--- config.mk ---
export PLATFORM = sky130hd
export DESIGN_NAME = adc_alarm_tempsense_control
export DESIGN_NICKNAME = d
export VERILOG_FILES = /design/src/inc/adc_ctl_pkg.sv /design/src/logic/adc_alarm_tempsense_control.sv /design/src/logic/result_mem.sv
export SDC_FILE = /design/constraint.sdc
export NUM_CORES = 1
export LEC_CHECK = 0
export BUFFER_PORTS_ARGS = -buffer_cell sky130_fd_sc_hd__buf_2
export CAP_MARGIN = 0
export CORE_ASPECT_RATIO = 0.8
export CORE_UTILIZATION = 35
export DETAILED_ROUTE_END_ITERATION = 7
export HOLD_SLACK_MARGIN = 0.08
export SKIP_CTS_REPAIR_TIMING = 1
export SLEW_MARGIN = 20
export SYNTH_ARGS = -nofsm -noshare
export SYNTH_HDL_FRONTEND = slang
export SYNTH_SLANG_ARGS = --single-unit
--- constraint.sdc ---
create_clock -name i_core_clk -period 3.95 [get_ports i_core_clk]
set_input_delay 0.79 -clock i_core_clk [delete_from_list [all_inputs] [get_ports i_core_clk]]
set_output_delay 0.79 -clock i_core_clk [all_outputs]
set_load 0.005 [all_outputs]
--- src/inc/adc_ctl_pkg.sv ---
// Shared constants and types for the converter alarm and sequencing logic.
// Assumes a 10 MHz core clock and a plain one-cycle register port.
package adc_ctl_pkg;
  // Widths.
  localparam int ADDR_W = 8;
  localparam int DATA_W = 16;
  localparam int RES_W  = 12;
  localparam int CH_W   = 4;
  localparam int MON_CH = 4;
  localparam int NUM_RESULTS = 9;
  localparam logic [CH_W-1:0] TEMP_CH = 4'h8;

  // Register offsets.
  localparam logic [ADDR_W-1:0] REG_CTRL        = 8'h00;
  localparam logic [ADDR_W-1:0] REG_STATUS      = 8'h01;
  localparam logic [ADDR_W-1:0] REG_ALARM       = 8'h02;
  localparam logic [ADDR_W-1:0] REG_GPIO_CFG    = 8'h03;
  localparam logic [ADDR_W-1:0] REG_RESULT_BASE = 8'h10;

  // Control register field positions and reset value.
  localparam int CTRL_FIRST_LSB  = 0;
  localparam int CTRL_LAST_LSB   = 4;
  localparam int CTRL_AUTO_BIT   = 8;
  localparam int CTRL_REFSRC_BIT = 9;
  localparam int CTRL_REFLVL_BIT = 10;
  localparam int CTRL_EXT_BIT    = 11;
  localparam int CTRL_W          = 12;
  localparam logic [CTRL_W-1:0] CTRL_RESET = 12'h000;

  // Status register field positions.
  localparam int STAT_DRDY_BIT = 0;
  localparam int STAT_BUSY_BIT = 1;

  // Timing: the auto-mode data-ready pulse.
  localparam int CLK_HZ        = 10_000_000;
  localparam int DRDY_PULSE_NS = 2000;
  localparam int DRDY_PULSE_CYC =
    (DRDY_PULSE_NS * (CLK_HZ / 1_000_000) + 999) / 1000;
  localparam int PULSE_W = 5;

  // Request to the converter core.
  typedef struct packed {
    logic            start;
    logic [CH_W-1:0] channel;
    logic            high_current_switch;
    logic            low_current_switch;
  } conv_req_t;

  // Answer from the converter core.
  typedef struct packed {
    logic             done;
    logic [RES_W-1:0] data;
  } conv_rsp_t;

  typedef enum logic [1:0] {SEQ_IDLE, SEQ_START, SEQ_WAIT} seq_state_t;
endpackage : adc_ctl_pkg

--- src/logic/adc_alarm_tempsense_control.sv ---
// Converter sequencing, range alarms, data-ready handshake and reference
// selection. Assumes a converter core that answers each start with one
// done pulse, and a host that reads and writes over a one-cycle port.
// Contract
// - Only the first four channels of the group are range checked.
// - An out-of-window result sets that channel's alarm flag.
// - The global alarm output is low while any alarm flag is set.
// - Pins 0 to 3 can each show one monitored channel's alarm.
// - Each new trigger clears all alarm flags and the global alarm.
// - Reading a result clears the data-ready flag and, in direct mode, the output.
// - In auto mode the data-ready flag stays zero.
// - Reference source bit resets to internal; one disconnects it.
// - Reference level bit resets to the low level; one selects high.
// - With external reference the level bit has no effect.
// - Temperature channel converts twice: high then low current.
// - The temperature result is the difference, straight binary.
// - Direct mode measures temperature alone or within a group.
// - Direct mode sets the data-ready flag when the group is done.
// - Auto mode pulses data-ready low for two microseconds.
// - Channels are converted from first to last in order.
`timescale 1ns/1ns
module adc_alarm_tempsense_control
  import adc_ctl_pkg::*;
(
  // Clock and reset.
  input  wire logic                          i_core_clk,
  input  wire logic                          i_rst_n,
  // Register port.
  input  wire logic [adc_ctl_pkg::ADDR_W-1:0] i_reg_addr,
  input  wire logic [adc_ctl_pkg::DATA_W-1:0] i_reg_wdata,
  input  wire logic                          i_reg_wr,
  input  wire logic                          i_reg_rd,
  output logic      [adc_ctl_pkg::DATA_W-1:0] o_reg_rdata,
  // Trigger pin.
  input  wire logic                          i_ext_trigger,
  // Converter core.
  output adc_ctl_pkg::conv_req_t             o_conv_req,
  input  wire adc_ctl_pkg::conv_rsp_t        i_conv_rsp,
  // Window limits of the monitored channels.
  input  wire logic [adc_ctl_pkg::MON_CH-1:0][adc_ctl_pkg::RES_W-1:0]
                                             i_limit_low,
  input  wire logic [adc_ctl_pkg::MON_CH-1:0][adc_ctl_pkg::RES_W-1:0]
                                             i_limit_high,
  // Alarm and handshake pins.
  output logic                               o_global_alarm_n,
  output logic      [adc_ctl_pkg::MON_CH-1:0] o_gpio_alarm_sel,
  output logic      [adc_ctl_pkg::MON_CH-1:0] o_gpio_alarm,
  output logic                               o_data_ready_n,
  // Reference control.
  output logic                               o_ref_disconnect,
  output logic                               o_ref_level_2v5
);
  import adc_ctl_pkg::*;

  // True for the addresses of the result registers.
  function automatic logic is_result_addr(input logic [ADDR_W-1:0] a);
    return (a >= REG_RESULT_BASE) &&
           (a < REG_RESULT_BASE + ADDR_W'(NUM_RESULTS));
  endfunction : is_result_addr

  logic [CTRL_W-1:0]  ctrl;
  logic [MON_CH-1:0]  range_alarm_flag;
  logic [MON_CH-1:0]  gpio_cfg;
  logic               data_ready_flag;
  logic [PULSE_W-1:0] pulse_cnt;
  logic               ext_d;
  seq_state_t         state;
  logic [CH_W-1:0]    cur_ch;
  logic               temp_phase;
  logic [RES_W-1:0]   temp_first;
  logic [DATA_W-1:0]  reg_rd_q;
  logic               rd_result_q;
  logic [RES_W-1:0]   mem_rd_data;

  // Decoded control fields.
  wire [CH_W-1:0] group_first_channel = ctrl[CTRL_FIRST_LSB +: CH_W];
  wire [CH_W-1:0] group_last_channel  = ctrl[CTRL_LAST_LSB +: CH_W];
  wire ref_source_select  = ctrl[CTRL_REFSRC_BIT];
  wire internal_ref_level = ctrl[CTRL_REFLVL_BIT];
  wire ext_mode           = ctrl[CTRL_EXT_BIT];
  // Auto mode only exists with the internal trigger.
  wire auto_active        = ctrl[CTRL_AUTO_BIT] && !ext_mode;

  // Triggers: a control write in internal mode, or a pin rising edge in external mode.
  // Switching to external mode stops any running sequence.
  wire wr_ctrl     = i_reg_wr && (i_reg_addr == REG_CTRL);
  wire wr_gpio     = i_reg_wr && (i_reg_addr == REG_GPIO_CFG);
  wire int_trigger = wr_ctrl && !i_reg_wdata[CTRL_EXT_BIT];
  wire ext_rise    = ext_mode && i_ext_trigger && !ext_d;
  wire trigger     = int_trigger || ext_rise;
  wire abort       = wr_ctrl && i_reg_wdata[CTRL_EXT_BIT];
  wire [CH_W-1:0] trig_first = int_trigger ?
                    i_reg_wdata[CTRL_FIRST_LSB +: CH_W] : group_first_channel;

  // Converter answers; a temperature first phase only captures a value.
  wire conv_done  = (state == SEQ_WAIT) && i_conv_rsp.done &&
                    !trigger && !abort;
  wire is_temp    = (cur_ch == TEMP_CH);
  wire temp_cap   = conv_done && is_temp && !temp_phase;
  wire keep_phase = temp_phase && !(conv_done || trigger || abort);
  wire result_wr  = conv_done && !temp_cap;
  wire group_done = result_wr && (cur_ch == group_last_channel);
  // A negative difference saturates to zero rather than wrapping.
  wire [RES_W-1:0] temp_diff = (temp_first > i_conv_rsp.data) ?
                    temp_first - i_conv_rsp.data : '0;
  wire [RES_W-1:0] result_data = is_temp ? temp_diff : i_conv_rsp.data;

  // Range check on the first four channels of the group.
  wire [CH_W-1:0] mon_idx   = cur_ch - group_first_channel;
  wire            monitored = (mon_idx < CH_W'(MON_CH));
  wire [1:0]      mon_sel   = mon_idx[1:0];
  wire            out_of_range = (result_data < i_limit_low[mon_sel]) ||
                                 (result_data > i_limit_high[mon_sel]);
  wire            alarm_hit = result_wr && monitored && out_of_range;
  wire [MON_CH-1:0] alarm_set = alarm_hit ? (MON_CH'(1) << mon_sel) : '0;

  // Result reads clear the data-ready flag.
  wire rd_result = i_reg_rd && is_result_addr(i_reg_addr);
  wire [ADDR_W-1:0] rd_off = i_reg_addr - REG_RESULT_BASE;

  // Sequencer next state; a trigger restarts from the first channel.
  seq_state_t      next_state;
  logic [CH_W-1:0] next_ch;
  always_comb begin
    next_state = state;
    next_ch    = cur_ch;
    if (trigger) begin
      next_state = SEQ_START;
      next_ch    = trig_first;
    end else if (abort) begin
      next_state = SEQ_IDLE;
    end else begin
      case (state)
        SEQ_IDLE:  next_state = SEQ_IDLE;
        SEQ_START: next_state = SEQ_WAIT;
        SEQ_WAIT: begin
          if (temp_cap) begin
            next_state = SEQ_START;
          end else if (group_done) begin
            next_state = auto_active ? SEQ_START : SEQ_IDLE;
            next_ch    = group_first_channel;
          end else if (result_wr) begin
            next_state = SEQ_START;
            next_ch    = cur_ch + 4'h1;
          end
        end
        default: next_state = SEQ_IDLE;
      endcase
    end
  end

  // Sequencer registers.
  always_ff @(posedge i_core_clk or negedge i_rst_n) begin
    if (!i_rst_n) begin
      state      <= SEQ_IDLE;
      cur_ch     <= '0;
      temp_phase <= 1'b0;
      temp_first <= '0;
      ext_d      <= 1'b0;
    end else begin
      state      <= next_state;
      cur_ch     <= next_ch;
      temp_phase <= temp_cap || keep_phase;
      ext_d      <= i_ext_trigger;
      if (temp_cap) begin
        temp_first <= i_conv_rsp.data;
      end
    end
  end

  // Control and pin configuration registers.
  always_ff @(posedge i_core_clk or negedge i_rst_n) begin
    if (!i_rst_n) begin
      ctrl     <= CTRL_RESET;
      gpio_cfg <= '0;
    end else begin
      if (wr_ctrl) begin
        ctrl <= i_reg_wdata[CTRL_W-1:0];
      end
      if (wr_gpio) begin
        gpio_cfg <= i_reg_wdata[MON_CH-1:0];
      end
    end
  end

  // Alarm flags hold until the next trigger clears them.
  always_ff @(posedge i_core_clk or negedge i_rst_n) begin
    if (!i_rst_n) begin
      range_alarm_flag <= '0;
    end else if (trigger) begin
      range_alarm_flag <= '0;
    end else begin
      range_alarm_flag <= range_alarm_flag | alarm_set;
    end
  end

  // Data-ready flag: completion beats a clearing read in the same cycle.
  always_ff @(posedge i_core_clk or negedge i_rst_n) begin
    if (!i_rst_n) begin
      data_ready_flag <= 1'b0;
    end else if (auto_active) begin
      data_ready_flag <= 1'b0;
    end else if (group_done) begin
      data_ready_flag <= 1'b1;
    end else if (rd_result || trigger) begin
      data_ready_flag <= 1'b0;
    end
  end

  // Auto-mode pulse timer; a new group done restarts the full width.
  always_ff @(posedge i_core_clk or negedge i_rst_n) begin
    if (!i_rst_n) begin
      pulse_cnt <= '0;
    end else if (group_done && auto_active) begin
      pulse_cnt <= PULSE_W'(DRDY_PULSE_CYC);
    end else if (pulse_cnt != '0) begin
      pulse_cnt <= pulse_cnt - 5'h01;
    end
  end

  // Pin and converter outputs.
  assign o_global_alarm_n = ~|range_alarm_flag;
  assign o_gpio_alarm_sel = gpio_cfg;
  assign o_gpio_alarm     = range_alarm_flag & gpio_cfg;
  assign o_data_ready_n   = !(data_ready_flag || (pulse_cnt != '0));
  assign o_ref_disconnect = ref_source_select;
  // The level bit only matters while the internal source is chosen.
  assign o_ref_level_2v5  = internal_ref_level && !ref_source_select;
  assign o_conv_req.start   = (state == SEQ_START);
  assign o_conv_req.channel = cur_ch;
  assign o_conv_req.high_current_switch =
           is_temp && !temp_phase && (state != SEQ_IDLE);
  assign o_conv_req.low_current_switch =
           is_temp && temp_phase && (state != SEQ_IDLE);

  // Results land in the memory as each channel completes.
  result_mem #(.DEPTH(16), .AW(CH_W), .W(RES_W)) u_results (
    .i_core_clk (i_core_clk),
    .i_rst_n    (i_rst_n),
    .i_wr_en    (result_wr),
    .i_wr_addr  (cur_ch),
    .i_wr_data  (result_data),
    .i_rd_addr  (rd_off[CH_W-1:0]),
    .o_rd_data  (mem_rd_data)
  );

  // Register read mux; data stand only in the cycle after the strobe.
  logic [DATA_W-1:0] rd_mux;
  always_comb begin
    rd_mux = '0;
    case (i_reg_addr)
      REG_CTRL:     rd_mux = DATA_W'(ctrl);
      REG_STATUS:   rd_mux = DATA_W'({(state != SEQ_IDLE), data_ready_flag});
      REG_ALARM:    rd_mux = DATA_W'(range_alarm_flag);
      REG_GPIO_CFG: rd_mux = DATA_W'(gpio_cfg);
      default:      rd_mux = '0;
    endcase
  end

  always_ff @(posedge i_core_clk or negedge i_rst_n) begin
    if (!i_rst_n) begin
      reg_rd_q    <= '0;
      rd_result_q <= 1'b0;
    end else begin
      reg_rd_q    <= i_reg_rd ? rd_mux : '0;
      rd_result_q <= rd_result;
    end
  end

  assign o_reg_rdata = rd_result_q ? DATA_W'(mem_rd_data) : reg_rd_q;

  // Checks on the alarm, handshake and sequencing behaviour.
  property p_trigger_clears;
    @(posedge i_core_clk) disable iff (!i_rst_n)
      trigger |=> (range_alarm_flag == '0) && o_global_alarm_n;
  endproperty
  a_trigger_clears: assert property (p_trigger_clears)
    else $error("alarms not cleared by trigger");

  property p_alarm_sets;
    @(posedge i_core_clk) disable iff (!i_rst_n)
      alarm_hit |=> range_alarm_flag[$past(mon_sel)] && !o_global_alarm_n;
  endproperty
  a_alarm_sets: assert property (p_alarm_sets)
    else $error("alarm flag or global alarm missed");

  property p_unmonitored;
    @(posedge i_core_clk) disable iff (!i_rst_n)
      (result_wr && !monitored) |=> $stable(range_alarm_flag);
  endproperty
  a_unmonitored: assert property (p_unmonitored)
    else $error("alarm changed on unmonitored channel");

  property p_global_level;
    @(posedge i_core_clk) disable iff (!i_rst_n)
      (range_alarm_flag != '0) && !trigger |=> !o_global_alarm_n;
  endproperty
  a_global_level: assert property (p_global_level)
    else $error("global alarm released without trigger");

  property p_read_clears;
    @(posedge i_core_clk) disable iff (!i_rst_n)
      rd_result && !group_done |=> !data_ready_flag;
  endproperty
  a_read_clears: assert property (p_read_clears)
    else $error("result read left data ready set");

  property p_auto_flag;
    @(posedge i_core_clk) disable iff (!i_rst_n)
      auto_active |=> !data_ready_flag;
  endproperty
  a_auto_flag: assert property (p_auto_flag)
    else $error("data ready flag set in auto mode");

  property p_direct_done;
    @(posedge i_core_clk) disable iff (!i_rst_n)
      group_done && !auto_active |=> data_ready_flag && !o_data_ready_n;
  endproperty
  a_direct_done: assert property (p_direct_done)
    else $error("direct completion not signalled");

  property p_auto_pulse;
    @(posedge i_core_clk) disable iff (!i_rst_n)
      group_done && auto_active |=> !o_data_ready_n [*8];
  endproperty
  a_auto_pulse: assert property (p_auto_pulse)
    else $error("auto data ready pulse too short");

  property p_temp_switches;
    @(posedge i_core_clk) disable iff (!i_rst_n)
      temp_cap |=> o_conv_req.low_current_switch &&
                   !o_conv_req.high_current_switch;
  endproperty
  a_temp_switches: assert property (p_temp_switches)
    else $error("temperature switches not swapped");

  property p_ext_ref;
    @(posedge i_core_clk) disable iff (!i_rst_n)
      ref_source_select |-> !o_ref_level_2v5 && o_ref_disconnect;
  endproperty
  a_ext_ref: assert property (p_ext_ref)
    else $error("level bit active with external reference");

  property p_step;
    @(posedge i_core_clk) disable iff (!i_rst_n)
      result_wr && !group_done |=> cur_ch == $past(cur_ch) + 4'h1;
  endproperty
  a_step: assert property (p_step)
    else $error("channel did not advance by one");

  c_auto_done: cover property (@(posedge i_core_clk)
    group_done && auto_active);
  c_direct_done: cover property (@(posedge i_core_clk)
    group_done && !auto_active);
  c_temp_result: cover property (@(posedge i_core_clk) result_wr && is_temp);
  c_alarm_hit: cover property (@(posedge i_core_clk) alarm_hit);
endmodule : adc_alarm_tempsense_control

--- src/logic/result_mem.sv ---
// Small result memory with one write port and a registered read port.
// Assumes the caller keeps addresses in range.
`timescale 1ns/1ns
module result_mem #(
  parameter int DEPTH = 16,
  parameter int AW    = 4,
  parameter int W     = 12
) (
  // Clock and reset.
  input  wire logic          i_core_clk,
  input  wire logic          i_rst_n,
  // Write port.
  input  wire logic          i_wr_en,
  input  wire logic [AW-1:0] i_wr_addr,
  input  wire logic [W-1:0]  i_wr_data,
  // Read port.
  input  wire logic [AW-1:0] i_rd_addr,
  output logic      [W-1:0]  o_rd_data
);
  logic [W-1:0] mem [DEPTH];

  // The array has no reset so it maps to plain storage.
  always_ff @(posedge i_core_clk) begin
    if (i_wr_en) begin
      mem[i_wr_addr] <= i_wr_data;
    end
  end

  // Read data leave through a register, one cycle after the address.
  always_ff @(posedge i_core_clk or negedge i_rst_n) begin
    if (!i_rst_n) begin
      o_rd_data <= '0;
    end else begin
      o_rd_data <= mem[i_rd_addr];
    end
  end
endmodule : result_mem

# After elaboration in Yosys (flattened, before gate mapping)
# Memory sizes are Yosys's and may differ from the RTL's. A register that Yosys moved wholly into a read port is not among the register bits.
# Cells that the tools add are included.
[word_totals]
out_inout_bits = 35
ramBits = 192
wordCells = 123
mem_count = 1
ff_bits = 59
in_bits = 138
[memory_table]
columns = ["name", "depth", "width", "rd", "rd_ports_with_merged_regs", "wr", "line_no", "text"]
rows = [
  ["u_results.mem", 16, 12, 1, 1, 1, "result_mem.sv:20", "logic [W-1:0] mem [DEPTH];"],
]
[op_classes]
order_cmp = 7
shift = 1
reduce_logical = 53
eq_ne = 10
addsub = 5
mux = 32
n_bitwise = 2
[ops]
columns = ["cell", "n"]
rows = [
  ["two-way mux 12 bit", 6],
  ["binary-select mux 12 bit (select 2 bit)", 2],
  ["one-hot mux 12 bit (4 select lines)", 1],
  ["two-way mux 4 bit", 9],
  ["logical AND 1 bit", 25],
  ["greater-than comparator 12 bit", 2],
  ["equality test 8 x 2 -> 1 bit, second input constant", 2],
  ["zero test 1 bit", 12],
  ["< comparator 12 bit", 1],
  ["subtractor 12 bit", 1],
  ["two-way mux 2 bit", 5],
  ["two-way mux 5 bit", 2],
  ["equality test 8 x 1 -> 1 bit, second input constant", 1],
  ["greater-or-equal comparator 8 x 5 -> 1 bit, second input constant", 1],
  ["zero test 8 bit", 1],
  ["< comparator 8 x 5 -> 1 bit, second input constant", 1],
  ["logical OR 1 bit", 7],
  ["two-way mux 1 bit", 6],
  ["inequality test 6 bit, second input constant", 1],
  ["nonzero test 2 bit", 3],
  ["nonzero test 3 bit", 2],
  ["nonzero test 5 bit", 1],
  ["subtractor 5 x 1 -> 5 bit, second input constant", 1],
  ["adder 4 x 1 -> 4 bit, second input constant", 1],
  ["15 further kinds", 16],
]

# Depth between registers and ports, before layout
[depth]
depth_word = 17
mapped_depth = 16
ltp_nobuf = 16

# Hierarchy
# From an unflattened synthesis, not the netlist that was laid out.
[hier_totals]
cells_unflattened = 840
hier_area_um2 = 12565.8
[by_module_without_submodules]
columns = ["module", "seq_area_each_um2", "cells_each", "n_inst", "area_per_inst_um2"]
rows = [
  ["result_mem", 6065.8, 329, 1, 7659.8],
  ["adc_alarm_tempsense_control", 1476.4, 511, 1, 4906.0],
]

# Worst setup path after synthesis
# No wires, ideal clock.
[synth_path]
kind = "input -> register"
startpoint = "input i_conv_rsp[0] (netlist bit)"
endpoint = "register range_alarm_flag[0]"
n_path_buf = 0
arrival_time_ns = 3.916
required_ns = 3.827
slack_ns = -0.089
stages = 14
setup_ns = 0.123
path_cell_list = "ha_1 fa_1 nand2b_1 a211oi_2 nor2_1 a21boi_2 or4b_1 nand3_1 ha_1 nand4_1 a21oi_1 a2111oi_0 o32a_1 o21ai_1"
[synth_between]
elab_chain_len = 9
word_cells_on_any_way = 11
classes_between = "add/sub: 1; order compare: 3; mux: 4; bitwise: 1; reduce/logical: 2"
[synth_rtl]
columns = ["element", "line_no", "text"]
rows = [
  ["from (decl)", "adc_alarm_tempsense_control.sv:38", "input wire adc_ctl_pkg::conv_rsp_t i_conv_rsp,"],
  ["subtractor 12 bit or greater-than comparator 12 bit (tied branches)", "adc_alarm_tempsense_control.sv:105, adc_alarm_tempsense_control.sv:104", ""],
  ["two-way mux 12 bit (*)", "adc_alarm_tempsense_control.sv:104", "wire [RES_W-1:0] temp_diff = (temp_first > i_conv_rsp.data) ?"],
  ["two-way mux 12 bit (*)", "adc_alarm_tempsense_control.sv:106", "wire [RES_W-1:0] result_data = is_temp ? temp_diff : i_conv_rsp.data;"],
  ["via result_data[11]", "adc_alarm_tempsense_control.sv:106", ""],
  ["< comparator 12 bit or greater-than comparator 12 bit (tied branches)", "adc_alarm_tempsense_control.sv:112, adc_alarm_tempsense_control.sv:113", ""],
  ["logical OR 1 bit (*)", "adc_alarm_tempsense_control.sv:112", "wire out_of_range = (result_data < i_limit_low[mon_sel]) ||"],
  ["logical AND 1 bit (*)", "adc_alarm_tempsense_control.sv:114", "wire alarm_hit = result_wr && monitored && out_of_range;"],
  ["two-way mux 4 bit (*)", "adc_alarm_tempsense_control.sv:115", "wire [MON_CH-1:0] alarm_set = alarm_hit ? (MON_CH'(1) << mon_sel) : '0;"],
  ["bitwise OR 4 bit (*)", "adc_alarm_tempsense_control.sv:193", "range_alarm_flag <= range_alarm_flag | alarm_set;"],
  ["two-way mux 4 bit (*)", "adc_alarm_tempsense_control.sv:190", "end else if (trigger) begin"],
  ["to (signal assigned)", "adc_alarm_tempsense_control.sv:193", ""],
  ["to (decl)", "adc_alarm_tempsense_control.sv:62", "logic [MON_CH-1:0] range_alarm_flag;"],
]
# Mark *: on every way through the listed nets, which the timed path passes. The rest lies on a longest branch.
# A chain may end at the register's enable or synchronous reset.

# Final worst setup path
[layout_path]
startpoint = "input i_conv_rsp[0] (netlist bit)"
endpoint = "register range_alarm_flag[1]"
# Same word-level chain as after synthesis.

==> results.sh <==
export IMPL_outcome="complete, no violations"
export IMPL_drv_cap=0
export IMPL_drive_above_1_share_pct=37.16
export IMPL_hold_slack_ns=0.3711
export IMPL_critPathKind="in2reg"
export IMPL_final_area_mm2=0.01532
export IMPL_critPathBufInv=2
export IMPL_areaGrowthSynthToFinish_pct=22.19
export IMPL_hold_viol=0
export IMPL_finalCritPeriodShare_pct=91.22
export IMPL_drtPass1Iterations=5
export IMPL_crit_fanout=11
export IMPL_initial_core_util_pct=35.79
export IMPL_cp_start_kind="input port"
export IMPL_clkLatencyLatePin_ns=0.54
export IMPL_swShare_pct=24.45
export IMPL_slowest_stage="o32a_2"
export IMPL_grt_pass1_vias=8025
export IMPL_place_ws_ns=-0.2850
export IMPL_place_inst=1516
export IMPL_die_w_um=213.6
export IMPL_cts_tree="done"
export IMPL_htree_num_levels=1
export IMPL_final_antenna_net_count=0
export IMPL_p_per_area_mw_per_mm2=436.6
export IMPL_syn_inst=831
export IMPL_finalCriticalPeriod_ns=3.603
export IMPL_numClockSinks=263
export IMPL_routed_wl_mm=30.87
export IMPL_clockBufferDepth=3
export IMPL_worst_path_largest_cell_delay_ns=0.44
export IMPL_synth_seq_cells=263
export IMPL_clockPowerShare_pct=37.9
export IMPL_fin_nets=1259
export IMPL_p_leak_nw=6.126
export IMPL_crit_family="compound AO/OA/AOI/OAI gates"
export IMPL_viasPerCell=5.114
export IMPL_drtIter0Drc=600
export IMPL_synth_enable_flop_cells=192
export IMPL_cts_buffers=25
export IMPL_fin_skew_ns=0.01619
export IMPL_synth_distinct_cells=65
export IMPL_path_clk_slew_ns=0.07
export IMPL_finalSetupViolations=0
export IMPL_fmax_mhz=277.5
export IMPL_die_height_um=171.3
export IMPL_post_route_worst_setup_slack_ns=0.3468
export IMPL_relSlewSlack_pct=36.78
export IMPL_remaining_drc_errors=0
export IMPL_finalPower_mw=6.690
export IMPL_worstMarginPinSlew_ns=0.9483
export IMPL_hold_path_class="in2async"
export IMPL_syn_avg_cell_area_um2=15.09
export IMPL_crit_required_ns=4.41
export IMPL_netSwitchingPower_mw=1.636
export IMPL_grt_antenna_before_repair=0
export IMPL_io_buffers=164
export IMPL_critPathCaptureType="flip-flop"
export IMPL_grt_max_degree=72
export IMPL_hpwl_mm=22.28
export IMPL_rsz0062_at_grt="false"
export IMPL_fp_coreArea_mm2=0.03503
export IMPL_ys_flop_type="edfxtp_1"
export IMPL_final_max_slew_viol_count=0
export IMPL_yosysWarnings=0
export IMPL_grtUsageTotal_pct=17.10
export IMPL_n_fill_cell=3164
export IMPL_wl_per_cell_um=19.76
export IMPL_path_cells="buf_2 -> ha_1 -> fa_1 -> nand2b_1 -> a211oi_2 -> nor2_1 -> a21boi_2 -> buf_4 -> a22o_1 -> ha_1 -> o21ai_0 -> a21oi_1 -> nor4_1 -> nor2_1 -> o32a_2 -> o21ai_1"
export IMPL_place_area_mm2=0.01445
export IMPL_num_rows=61
export IMPL_diodes=0
export IMPL_yosysSeqAreaShare_pct=60.15
export IMPL_vias=7988
export IMPL_clock_root_buffer="clkbuf_16"
export IMPL_die_area_mm2=0.03659
export IMPL_pwr_share_comb_pct=15.8
export IMPL_internal_power_mw=5.055
export IMPL_ir_drop_v=0.0002447
export IMPL_share_seq_of_total_power_pct=46.3
export IMPL_synthArstFlopShare_pct=27.00
export IMPL_grt_pass1_wl_mm=46.95
export IMPL_final_cells=1562
export IMPL_ios=173
export IMPL_gp_congestion=0.8702
export IMPL_grt_ovfl_total=0
export IMPL_synth_area_mm2=0.01254
export IMPL_arrival_ns=4.06
-- kinds of logic (layout without fill, tap and decap cells) --
| family | count (synthesis) | after routing | share of synthesized area [%] |
|---|---|---|---|
| compound gates | 100 | 100 | 5.269 |
| xor+xnor | 15 | 15 | 1.048 |
| fa+ha+maj | 50 | 50 | 5.109 |
| buf+inv | 86 | 342 | 3.093 |
| flops | 263 | 263 | 60.15 |
| mux | 106 | 106 | 17.14 |
| other cells | 1 | 4 | 0.02991 |
| simple gates | 210 | 210 | 8.162 |
-- cells in the final DEF (no fill, tap or decap), types with 5 or more instances in the layout --
| master | count |
|---|---|
| a21oi_1 | 20 |
| a22o_1 | 7 |
| and2_1 | 12 |
| buf_2 | 162 |
| buf_4 | 82 |
| bufinv_16 | 5 |
| clkbuf_1 | 5 |
| clkbuf_16 | 25 |
| dfrtp_1 | 71 |
| edfxtp_1 | 192 |
| ha_1 | 47 |
| inv_1 | 49 |
| mux2_2 | 20 |
| mux4_2 | 85 |
| nand2_1 | 68 |
| nand2b_1 | 6 |
| nand3_1 | 16 |
| nand3b_1 | 5 |
| nand4_1 | 9 |
| nor2_1 | 48 |
| nor2b_1 | 8 |
| nor3_1 | 11 |
| nor3_2 | 5 |
| o21a_1 | 5 |
| o21ai_0 | 27 |
| o21ai_1 | 8 |
| or3_1 | 6 |
| xnor2_1 | 11 |
-- synthesized netlist by cell type (all sizes together), types with 3 or more instances --
| cell type | count | area [um2] |
|---|---|---|
| clkbuf | 12 | 45.04 |
| nand3b | 5 | 37.54 |
| a22o | 8 | 70.07 |
| a32o | 3 | 30.03 |
| a21oi | 20 | 100.1 |
| o21ai | 35 | 175.2 |
| dfrtp | 71 | 1777 |
| nand4 | 10 | 68.81 |
| xor2 | 4 | 35.03 |
| nor2 | 48 | 180.2 |
| xnor2 | 11 | 96.34 |
| and2 | 12 | 75.07 |
| nand2b | 6 | 37.54 |
| a211oi | 5 | 47.54 |
| buf | 25 | 158.9 |
| nor4 | 3 | 18.77 |
| nor2b | 8 | 50.05 |
| mux2 | 20 | 225.2 |
| inv | 49 | 183.9 |
| a31oi | 3 | 18.77 |
| o21a | 5 | 37.54 |
| edfxtp | 192 | 5766 |
| nand3 | 17 | 85.08 |
| ha | 48 | 600.6 |
| mux4 | 85 | 1914 |
| nand2 | 69 | 261.5 |
| nor3 | 17 | 101.4 |
| or3 | 6 | 37.54 |
-- metrics by stage --
step / TNS, ns / util [%]
4_1_cts: 0 / 43.73
6_report: 0 / 43.74
5_1_grt: 0 / 43.74
2_1_floorplan: 0 / -
3_5_place_dp: -1.090 / 41.25
3_3_place_gp: -0.9484 / 41.25
-- final cells by class --
type	instances	area (um2)	area share [%]
Sequential cell	263	7542	49.22
Multi-Input combinational cell	485	4652	30.36
Timing Repair Buffer	247	1486	9.701
Clock buffer	30	644.4	4.205
Tap cell	472	590.6	3.854
Clock inverter	16	222.7	1.454
Inverter	49	183.9	1.200
-- power by group through the flow --
stage | logic, mW | registers, mW | clock network, mW
2_1_floorplan | 0.682 | 3.15 | 0
3_3_place_gp | 1.05 | 3.15 | 0
3_5_place_dp | 1.06 | 3.15 | 0
4_1_cts | 1.07 | 3.10 | 2.59
5_1_grt | 1.18 | 3.10 | 2.70
6_report | 1.06 | 3.10 | 2.54
-- path summary, 6_finish.rpt --
| kind | startpoint | endpoint | slack (ns) | cells after the start |
|---|---|---|---|---|
| setup / recovery | i_conv_rsp[0] | range_alarm_flag[1] | 0.35 | 16 |
| hold / removal | i_rst_n | temp_first[4] | 0.37 | 1 |
| setup reg to reg | temp_first[0] | range_alarm_flag[1] | 0.35 | 16 |
| hold reg to reg | temp_first[3] | temp_first[3] | 0.49 | 2 |
| max in group asynchronous | i_rst_n | u_results.o_rd_data[7] | 2.93 | 1 |
| min in group i_core_clk | i_ext_trigger | ext_d | 0.40 | 1 |
-- metal layers --
| layer | track usage [%] | routed length, um | vias up |
|---|---|---|---|
| li1 | - | - | 3671 |
| met1 | 24.41 | 14140 | 4001 |
| met2 | 27.74 | 14520 | 281 |
| met3 | 2.830 | 1748 | 35 |
| met4 | 3.012 | 466 | 0 |
| met5 | 0 | 0 | - |
-- sequential cells by signal, summed over array words and instances (netlist names), 2 cells and up --
name / count
range_alarm_flag: 4
u_results.o_rd_data: 12
u_results.mem: 192
reg_rd_q: 12
ctrl: 12
state: 2
pulse_cnt: 5
o_gpio_alarm_sel: 4
temp_first: 12
cur_ch: 4
No activity file was read; power rests on OpenSTA's default activity.
